## src/rtl/fwp_pkg.sv

```systemverilog
package fwp_pkg;
  // register indices (byte address is four times the index)
  localparam logic [3:0] FWP_IDX_CTRL = 4'h0;
  localparam logic [3:0] FWP_IDX_KEY = 4'h1;
  localparam logic [3:0] FWP_IDX_PTR = 4'h2;
  localparam logic [3:0] FWP_IDX_LATCH = 4'h3;
  localparam logic [3:0] FWP_IDX_TBLWR = 4'h4;
  localparam logic [3:0] FWP_IDX_HOLD = 4'h5;
  localparam logic [3:0] FWP_IDX_STAT = 4'h6;
  // flash control register fields
  localparam int FWP_BIT_START = 1;
  localparam int FWP_BIT_WRITE_EN = 2;
  localparam int FWP_BIT_WORD_SEL = 5;
  // table write register fields
  localparam int FWP_BIT_POSTINC = 0;
  // unlock key values
  localparam logic [7:0] FWP_KEY_FIRST = 8'h55;
  localparam logic [7:0] FWP_KEY_SECOND = 8'haa;
  // widths and reset values
  localparam int FWP_PTR_W = 21;
  localparam logic [7:0] FWP_CTRL_RST = 8'h00;
  // word write time in ns, and derived cycle count at 4 ns
  localparam int FWP_CLK_PERIOD_NS = 4;
  localparam int FWP_WORD_WRITE_TIME_NS = 2800000;
  localparam int FWP_WORD_WRITE_CYC =
    FWP_WORD_WRITE_TIME_NS / FWP_CLK_PERIOD_NS;
  localparam logic [31:0] FWP_BAD_READ = 32'h00000000;
endpackage
```

## src/rtl/fwp_flash_word_prog.sv

```systemverilog
// Implementation choices: the address map and the Wishbone register port.
`timescale 1ns/1ps
// Overview of operation
// select plus write enable program one two-byte word per write cycle.
// software only word-writes locations that are already erased.
// software loads the pointer with an even target address first.
// table writes fill two holding bytes; only the first may increment (the code increments on any table write with FWP_BIT_POSTINC set).
// software writes the low byte at the even address, then the high byte.
// software sets write enable and word-program select before the key.
// a start needs 55h then 0aah written back to back to the key register.
// the start bit set right after the key launches the held word.
// the cpu stalls for the whole word write time, then resumes.
// when done, software clears word-program select and write enable.
// software masks interrupts from before the key until the stall ends.
// a start without write enable or a fresh key is ignored.
module fwp_flash_word_prog
  import fwp_pkg::*;
#(
  parameter int WRITE_CYC = fwp_pkg::FWP_WORD_WRITE_CYC
)(
  // clock and reset
  input wire logic ref_clk,
  input wire logic reset_n,
  // wishbone slave
  input wire logic wb_cyc_i,
  input wire logic wb_stb_i,
  input wire logic wb_we_i,
  input wire logic [5:0] wb_adr_i,
  input wire logic [3:0] wb_sel_i,
  input wire logic [31:0] wb_dat_i,
  output logic [31:0] wb_dat_o,
  output logic wb_ack_o,
  output logic wb_err_o,
  // flash array write port
  output logic flash_wr_o,
  output logic [fwp_pkg::FWP_PTR_W-1:0] flash_addr_o,
  output logic [15:0] flash_data_o,
  // cpu stall
  output logic cpu_stall_o
);

  typedef enum logic [1:0] {KEY_IDLE, KEY_GOT1, KEY_OPEN} fwp_key_e;

  typedef struct packed {
    logic [7:0] ctrl;
    fwp_key_e key;
    logic [FWP_PTR_W-1:0] ptr;
    logic [7:0] latch;
    logic [15:0] hold;
    logic busy;
    logic [31:0] cnt;
    logic ack;
    logic err;
    logic [31:0] rdat;
    logic fwr;
    logic [FWP_PTR_W-1:0] faddr;
  } fwp_state_s;

  fwp_state_s st_ff;
  fwp_state_s nxt_st;
  logic req;
  logic wr_lane0;

  // a bus access starts once; ack drops the cycle after it was given
  assign req = wb_cyc_i && wb_stb_i && !st_ff.ack && !st_ff.err;
  assign wr_lane0 = req && wb_we_i && wb_sel_i[0];

  function automatic logic is_mapped(input logic [5:0] a);
    is_mapped = (a[5:2] <= FWP_IDX_STAT) && (a[1:0] == 2'b00);
  endfunction

  // next-state logic for the whole block
  always_comb
  begin
    nxt_st = st_ff;
    nxt_st.ack = 1'b0;
    nxt_st.err = 1'b0;
    nxt_st.fwr = 1'b0;
    if (st_ff.busy)
    begin
      // stall holds for the full word write time
      if (st_ff.cnt == 32'h00000001)
      begin
        nxt_st.busy = 1'b0;
        nxt_st.ctrl[FWP_BIT_START] = 1'b0;
      end
      nxt_st.cnt = st_ff.cnt - 32'h00000001;
    end
    if (req)
    begin
      nxt_st.ack = is_mapped(wb_adr_i);
      nxt_st.err = !is_mapped(wb_adr_i);
      case (wb_adr_i[5:2])
        FWP_IDX_CTRL: nxt_st.rdat = {24'h000000, st_ff.ctrl};
        FWP_IDX_PTR: nxt_st.rdat = 32'(st_ff.ptr);
        FWP_IDX_LATCH: nxt_st.rdat = {24'h000000, st_ff.latch};
        FWP_IDX_HOLD: nxt_st.rdat = {16'h0000, st_ff.hold};
        FWP_IDX_STAT: nxt_st.rdat = {31'h00000000, st_ff.busy};
        default: nxt_st.rdat = FWP_BAD_READ;
      endcase
    end
    // any byte-lane-0 write to another register breaks a key sequence in progress
    if (wr_lane0 && wb_adr_i[5:2] != FWP_IDX_KEY)
      nxt_st.key = KEY_IDLE;
    if (wr_lane0 && !st_ff.busy)
    begin
      case (wb_adr_i[5:2])
        FWP_IDX_KEY:
        begin
          // 55h then aah, back to back; anything else restarts
          if (st_ff.key == KEY_IDLE && wb_dat_i[7:0] == FWP_KEY_FIRST)
            nxt_st.key = KEY_GOT1;
          else if (st_ff.key == KEY_GOT1 &&
                   wb_dat_i[7:0] == FWP_KEY_SECOND)
            nxt_st.key = KEY_OPEN;
          else if (wb_dat_i[7:0] == FWP_KEY_FIRST)
            nxt_st.key = KEY_GOT1;
          else
            nxt_st.key = KEY_IDLE;
        end
        FWP_IDX_CTRL:
        begin
          nxt_st.ctrl = wb_dat_i[7:0];
          nxt_st.ctrl[FWP_BIT_START] = 1'b0;
          // start only with enable, select and an open key
          if (wb_dat_i[FWP_BIT_START] && st_ff.key == KEY_OPEN &&
              wb_dat_i[FWP_BIT_WRITE_EN] && wb_dat_i[FWP_BIT_WORD_SEL])
          begin
            nxt_st.ctrl[FWP_BIT_START] = 1'b1;
            nxt_st.busy = 1'b1;
            nxt_st.cnt = 32'(WRITE_CYC);
            nxt_st.fwr = 1'b1;
            nxt_st.faddr = {st_ff.ptr[FWP_PTR_W-1:1], 1'b0};
          end
        end
        FWP_IDX_PTR: nxt_st.ptr = wb_dat_i[FWP_PTR_W-1:0];
        FWP_IDX_LATCH: nxt_st.latch = wb_dat_i[7:0];
        FWP_IDX_TBLWR:
        begin
          // byte lane picked by pointer bit 0: low byte at even address
          if (st_ff.ptr[0])
            nxt_st.hold[15:8] = st_ff.latch;
          else
            nxt_st.hold[7:0] = st_ff.latch;
          if (wb_dat_i[FWP_BIT_POSTINC])
            nxt_st.ptr = st_ff.ptr + FWP_PTR_W'(1);
        end
        default: nxt_st.key = KEY_IDLE;
      endcase
    end
    // a key left open is spent by the next control write
    if (wr_lane0 && wb_adr_i[5:2] == FWP_IDX_CTRL)
      nxt_st.key = KEY_IDLE;
  end

  // single state register
  always_ff @(posedge ref_clk or negedge reset_n)
  begin
    if (!reset_n)
    begin
      st_ff <= '0;
      st_ff.ctrl <= FWP_CTRL_RST;
      st_ff.key <= KEY_IDLE;
    end
    else
      st_ff <= nxt_st;
  end

  assign wb_ack_o = st_ff.ack;
  assign wb_err_o = st_ff.err;
  assign wb_dat_o = st_ff.rdat;
  assign flash_wr_o = st_ff.fwr;
  assign flash_addr_o = st_ff.faddr;
  assign flash_data_o = st_ff.hold;
  assign cpu_stall_o = st_ff.busy;
endmodule

```

## config.mk

```make
export PLATFORM = sky130hd
export DESIGN_NAME = fwp_flash_word_prog
export DESIGN_NICKNAME = d
export VERILOG_FILES = /design/src/rtl/fwp_pkg.sv /design/src/rtl/fwp_flash_word_prog.sv
export SDC_FILE = /design/constraint.sdc
export NUM_CORES = 1
export LEC_CHECK = 0
export ABC_CLOCK_PERIOD_IN_PS = 5150
export BUFFER_PORTS_ARGS = -buffer_cell sky130_fd_sc_hd__clkbuf_2
export CAP_MARGIN = 20
export CORE_UTILIZATION = 60
export CTS_BUF_LIST = sky130_fd_sc_hd__clkbuf_8
export DETAILED_ROUTE_END_ITERATION = 7
export GPL_TIMING_DRIVEN = 0
export PLACE_DENSITY = 0.85
export SETUP_SLACK_MARGIN = 0.2
export SKIP_LAST_GASP = 1
export SLEW_MARGIN = 15
export SYNTH_ARGS = -nofsm -noshare
export SYNTH_HDL_FRONTEND = slang
export SYNTH_SLANG_ARGS = --single-unit
```

## constraint.sdc

```tcl
create_clock -name ref_clk -period 5.15 [get_ports ref_clk]
set_input_delay 1.545 -clock ref_clk [delete_from_list [all_inputs] [get_ports ref_clk]]
set_output_delay 1.545 -clock ref_clk [all_outputs]
set_load 0.05 [all_outputs]
```

==> results.toml, run 1 <==
[global_routing]
grt_overflow = 0
antenna_found_initial = 0
grt_max_degree = 80
grt_pass1_vias = 5306
grt_pass1_wl_mm = 27.02
grt_usage_pct = 30.59

[die]
die_w_um = 108.6
rows = 38
dieArea_mm2 = 0.01180
die_y_um = 108.6
initial_core_util_pct = 62.36
boundaryPins = 120
core-area_mm2 = 0.01094

[clock_tree]
cts_num_sinks = 132
clk_path_buf_depth = 2
postCtsResizedCells = 0
cts.hold.buffers_added = 0
cts_buffers = 17
cts-root-buf = "clkbuf_8"
cts_tree = "done"
path_clk_slew_ns = 0.07
insertion_delay_ns = 0.45
htree_levels = 4
postCtsSetupRepairBufs = 0

[detailed_routing]
drtPass1Iterations = 7
wl_per_cell_um = 18.14
vias_per_cell = 5.944
num_vias = 5552
drtAntennaViolNets = 0
dr.first_iter.drc_count = 726
drc_errors = 0
wl_mm = 16.94

[pwr]
cellPowerDensity_mw_per_mm2 = 258.0
irDropWorstVdd_mv = 0.1359
p_total_mw = 2.045
power.static_leakage_nw = 3.750

[sta]
period_share_pct = 63.23
fin_hold_ws_ns = 0.4875
worst_pin_slew_ns = 1.070
slew_violations = 0
min_period_ns = 3.257
fmax_mhz = 307.1
finClkSkew_ns = 0.009081
hold_viol_final = 0
setup_viol_count_final = 0
fin_setup_tns_ns = 0
max_slew_margin_pct = 28.10
rsz0062_at_grt = "false"
layout_setup_ws_ns = 1.893

[layout]
drive_gt1_share_pct = 34.89
insertedDiodeCount = 0
nets = 832
most-common-layout-cells = "dfrtp_1, clkbuf_2, buf_4"
final_common_cell = "dfrtp_1"
syn_to_final_growth_pct = 16.28

[synth]
yosys_warnings = 0
netlist_area_mm2 = 0.006819
synth-main-ff-cell = "dfrtp_1"
syn_area_per_cell_um2 = 10.33
synth-seq-cells = 132
ys_types = 58
seq_area_frac_synth_pct = 48.44
async_reset_ff_share_pct = 100.0
syn_inst = 660
synth-edff-count = 0

[job]
cap_viol_max_count = 0

[outcome]
status = "completed"

[critical_path]
reg2reg_to = "st_ff[133]$_DFFE_PN0P_"
cp.required_ns = 5.48
critPathCaptureType = "flip-flop"
rr_worst_depth = 6
cpMostUsedCell = "buf_4"
r2r_setup_slack_ns = 2.66
critPathLaunch = "wb_adr_i[5]"
crit_end = "flash_addr_o[17]$_DFFE_PN0P_"
r2r-start = "st_ff[114]$_DFFE_PN0P_"
cpPeakStageDelay_ns = 0.62
critical_path_buf_inv_count = 3
crit_fanout = 10
crit_cells = 7
crit_family = "simple AND/OR/NAND/NOR gates"
cp_cell_sequence = "clkbuf_1 > nor4_4 > and2_1 > buf_4 > nand4_4 > buf_4 > mux2_1"
critical-path-slowest-cell = "nor4_4"
startpoint_type = "primary input"
cp.arrival_ns = 3.58
critPathKind = "in2reg"

[hold_path]
hp-class = "reg2reg"
hold_start = "wb_dat_o[7]$_DFFE_PN0P_"

[place]
dpl.hpwl_mm = 11.80
portBuffers = 91
place_congestion = 0.8887
place_worst_setup_slack_ns = 1.442
-- flip-flops by register name, summed over array words and instances, names as in the netlist --
register	cells
st_ff	71
flash_addr_o	20
wb_err_o	1
cpu_stall_o	1
wb_dat_o	21
flash_wr_o	1
wb_ack_o	1
flash_data_o	16
-- cell type report --
cell class / count / area (um^2)
buffer: 101 / 663.1
inverter: 9 / 33.78
sequential: 132 / 3303
tap: 140 / 175.2
clock buffer: 21 / 289.0
timing repair buffer: 92 / 491.7
multi-input combinational: 429 / 2867
fill: 801 / 3007
clock inverter: 10 / 106.4
-- worst min-delay path by stage --
stage	cells after the start	slack (ns)	end
after floorplan	2	0.45	wb_dat_o[0]$_DFFE_PN0P_
after global placement	2	0.47	wb_dat_o[5]$_DFFE_PN0P_
after detailed placement	2	0.47	wb_dat_o[7]$_DFFE_PN0P_
after CTS	2	0.49	wb_dat_o[7]$_DFFE_PN0P_
after global routing	1	0.52	st_ff[140]$_DFFE_PN0P_
final	2	0.49	wb_dat_o[7]$_DFFE_PN0P_
-- cells by family after synthesis --
group,Yosys count,synth area share (%)
and+or+nand+nor,216,16.79
DFF,132,48.44
buffers and inverters,110,10.22
AOI/OAI and AO/OA,106,9.963
muxes,61,10.00
xor gates and xnor gates,31,3.982
adders and majority gates,3,0.5505
other,1,0.05499
-- routing by layer --
metal,vias to the layer above,wire [um],GRT usage [%]
li1,2515,-,-
met1,2670,7210,41.98
met2,314,7910,46.93
met3,53,1359,7.414
met4,0,462,11.97
met5,-,0,0
-- power breakdown --
part / internal (mW) / switching, mW
clock: 0.474 / 0.406
sequential: 1.04 / 0.00301
combinational: 0.0343 / 0.0879
-- stage by stage --
| stage | std cells | util, % | instance area (um^2) |
|---|---|---|---|
| floorplan | 671 | - | 6860 |
| global placement | 902 | 68.50 | 7491 |
| detailed placement | 903 | 68.89 | 7533 |
| CTS | 934 | 72.51 | 7929 |
| global route | 934 | 72.51 | 7929 |
| finish | 934 | 72.51 | 7929 |
-- synthesized netlist by cell type, types with 14 or more instances --
cell	instances	area share, %
nor4_1	14	1.3
xnor2_1	25	3.2
dfrtp_1	132	48
buf_4	72	7.9
nor2_1	46	2.5
nor3_1	17	1.2
clkbuf_1	17	0.94
nand2_1	66	3.6
o21ai_0	22	1.6
nand3_1	18	1.3
mux2_2	56	9.2
a21oi_1	34	2.5
-- worst reg2reg max path: cells and delay by family, from the launching register on --
family / cells / cell delay (ns)
simple gates: 3 / 1.16
flops: 1 / 0.51
fa+ha+maj: 1 / 0.35
compound gates: 2 / 0.39
Power figures use the tool's default switching activity.
==> run 2: changes to the inputs <==
--- a/config.mk
+++ b/config.mk
@@ -5,14 +5,14 @@
 export SDC_FILE = /design/constraint.sdc
 export NUM_CORES = 1
 export LEC_CHECK = 0
-export ABC_CLOCK_PERIOD_IN_PS = 5150
+export ABC_CLOCK_PERIOD_IN_PS = 2800
 export BUFFER_PORTS_ARGS = -buffer_cell sky130_fd_sc_hd__clkbuf_2
 export CAP_MARGIN = 20
-export CORE_UTILIZATION = 60
+export CORE_UTILIZATION = 53
 export CTS_BUF_LIST = sky130_fd_sc_hd__clkbuf_8
 export DETAILED_ROUTE_END_ITERATION = 7
 export GPL_TIMING_DRIVEN = 0
-export PLACE_DENSITY = 0.85
+export PLACE_DENSITY = 0.79
 export SETUP_SLACK_MARGIN = 0.2
 export SKIP_LAST_GASP = 1
 export SLEW_MARGIN = 15
==> constraint.sdc (replaced) <==
create_clock -name ref_clk -period 2.8 [get_ports ref_clk]
set_input_delay 0.84 -clock ref_clk [delete_from_list [all_inputs] [get_ports ref_clk]]
set_output_delay 0.84 -clock ref_clk [all_outputs]
set_load 0.05 [all_outputs]
==> run 2 against run 1 <==
Compared with the run above: utilization is 8.9 points lower; non-clock buffer count unchanged; cell area rose by 0.82%; clock-buffer cell count rose by 1; via count down 1.0%; register-to-register slack worse by 2.3 ns; clock power up 85%; wire length is 1.9% lower; global-route usage decreased by 3.3 points; die area grew 13%; largest power group unchanged.
==> results.toml, run 2 (synthesis results as in run 1) <==
[pwr]
power.static_leakage_nw = 3.755
netSwitchingFraction_pct = 23.82
pwr-share-comb_pct = 5.9
cellPowerDensity_mw_per_mm2 = 471.9
clock_power_share_pct = 43.3
irDropWorstVdd_mv = 0.3020
p_int_mw = 2.874
seqPwrFrac_pct = 50.8
p_sw_mw = 0.8988

[critical_path]
critPathCaptureType = "flip-flop"
cp.arrival_ns = 2.78
crit_fanout = 10
cp.required_ns = 3.14
critPathKind = "in2reg"
startpoint_type = "primary input"

[global_routing]
grt_usage_pct = 27.31
grt_pass1_wl_mm = 27.48
grt_max_degree = 98
antenna_found_initial = 0
grt_pass1_vias = 5430
grt_overflow = 0

[layout]
largest_reg_flops = 71
regMostFlops = "st_ff"
drive_gt1_share_pct = 35.35
layoutNonFillerInstCount = 967
most-common-layout-cells = "dfrtp_1, clkbuf_2, buf_4"
insertedDiodeCount = 0
nets = 832
syn_to_final_growth_pct = 17.23
final_common_cell = "dfrtp_1"

[detailed_routing]
wl_mm = 16.62
drc_errors = 0
vias_per_cell = 5.681
wl_per_cell_um = 17.19
dr.first_iter.drc_count = 664
drtAntennaViolNets = 0
drtPass1Iterations = 6
num_vias = 5494

[sta]
fmax_mhz = 409.1
slew_violations = 0
max_slew_margin_pct = 36.52
fin_setup_tns_ns = 0
setup_viol_count_final = 0
rsz0062_at_grt = "false"
layout_setup_ws_ns = 0.3559
hold_viol_final = 0
min_period_ns = 2.444
period_share_pct = 87.29
worst_pin_slew_ns = 0.9449
finClkSkew_ns = 0.009011

[clock_tree]
htree_levels = 4
clk_path_buf_depth = 2
cts-root-buf = "clkbuf_8"
cts.hold.buffers_added = 0
cts_num_sinks = 132
cts_tree = "done"
insertion_delay_ns = 0.46
path_clk_slew_ns = 0.07
cts_buffers = 17

[die]
core-area_mm2 = 0.01257
die_y_um = 115.4
dieArea_mm2 = 0.01332
die_w_um = 115.4
rows = 41
boundaryPins = 120
initial_core_util_pct = 54.26

[place]
place_worst_setup_slack_ns = -0.09842
place_congestion = 0.9134
dp.cells = 935
dpl.hpwl_mm = 11.80
portBuffers = 91

[outcome]
status = "completed"

[job]
cap_viol_max_count = 0

[hold_path]
hp-class = "in2async"
==> run 2: changes by cell type in the layout (fill, tap and decap cells not counted), sizes merged <==
| cell | before | now |
|---|---|---|
| clkinvlp | 0 | 2 |
| clkbuf | 129 | 130 |
| clkinv | 7 | 5 |
==> run 2: what timing repair did <==
action | CTS | global route
buffers inserted | 0 | 0
endpoints found under the setup margin | 0 | 5
resized for setup | 0 | 4
==> run 2: area by class of cell <==
type / instances / area (um^2)
buffer: 101 / 664.4
fill: 1023 / 4574
sequential: 132 / 3303
clock buffer: 22 / 302.8
tap: 172 / 215.2
inverter: 9 / 33.78
clock inverter: 10 / 103.9
timing repair buffer: 92 / 491.7
multi-input combinational: 429 / 2879
==> run 2: layer usage <==
metal	track usage [%]	part of all wire (%)
met1	36.14	42
met2	43.39	48
met3	5.962	8.1
met4	12.12	1.7
met5	0	0
==> run 2: final timing paths <==
check / slack (ns) / cells past startpoint / startpoint / end
max: 0.36 / 7 / wb_adr_i[5] / flash_addr_o[17]$_DFFE_PN0P_
min: 0.29 / 1 / reset_n / flash_addr_o[15]$_DFFE_PN0P_
max reg2reg: 0.38 / 8 / wb_err_o$_DFF_PN0_ / st_ff[128]$_DFFE_PN0P_
min reg2reg: 0.50 / 2 / wb_dat_o[0]$_DFFE_PN0P_ / wb_dat_o[0]$_DFFE_PN0P_
max in group asynchronous: 1.71 / 2 / reset_n / st_ff[134]$_DFF_PN0_
min in group ref_clk: 0.50 / 2 / wb_dat_o[0]$_DFFE_PN0P_ / wb_dat_o[0]$_DFFE_PN0P_
==> run 2: critical path: stages <==
cell	delay, ns
clkbuf_1	0.26
nor4_4	0.58
and2_1	0.21
buf_4	0.19
nand4_4	0.15
buf_4	0.23
mux2_1	0.32
==> run 2: metrics by stage <==
| stage | power, mW | utilization (%) | hold WS (ns) | area, um^2 |
|---|---|---|---|---|
| 3_5_place_dp | 2.174 | 60.26 | 0.4776 | 7574 |
| 5_1_grt | 3.909 | 63.60 | 0.2982 | 7994 |
| 3_3_place_gp | 2.162 | 59.92 | 0.4719 | 7531 |
| 2_1_floorplan | 2.074 | - | 0.4510 | 6860 |
| 6_report | 3.772 | 63.60 | 0.2854 | 7994 |
| 4_1_cts | 3.794 | 63.49 | 0.2858 | 7980 |
==> run 2: power by group through the flow <==
stage	registers (mW)	logic, mW	clock network, mW
CTS	1.92	0.220	1.66
finish	1.92	0.222	1.63
global placement	1.95	0.208	0
global route	1.92	0.243	1.75
floorplan	1.96	0.117	0
detailed placement	1.95	0.219	0
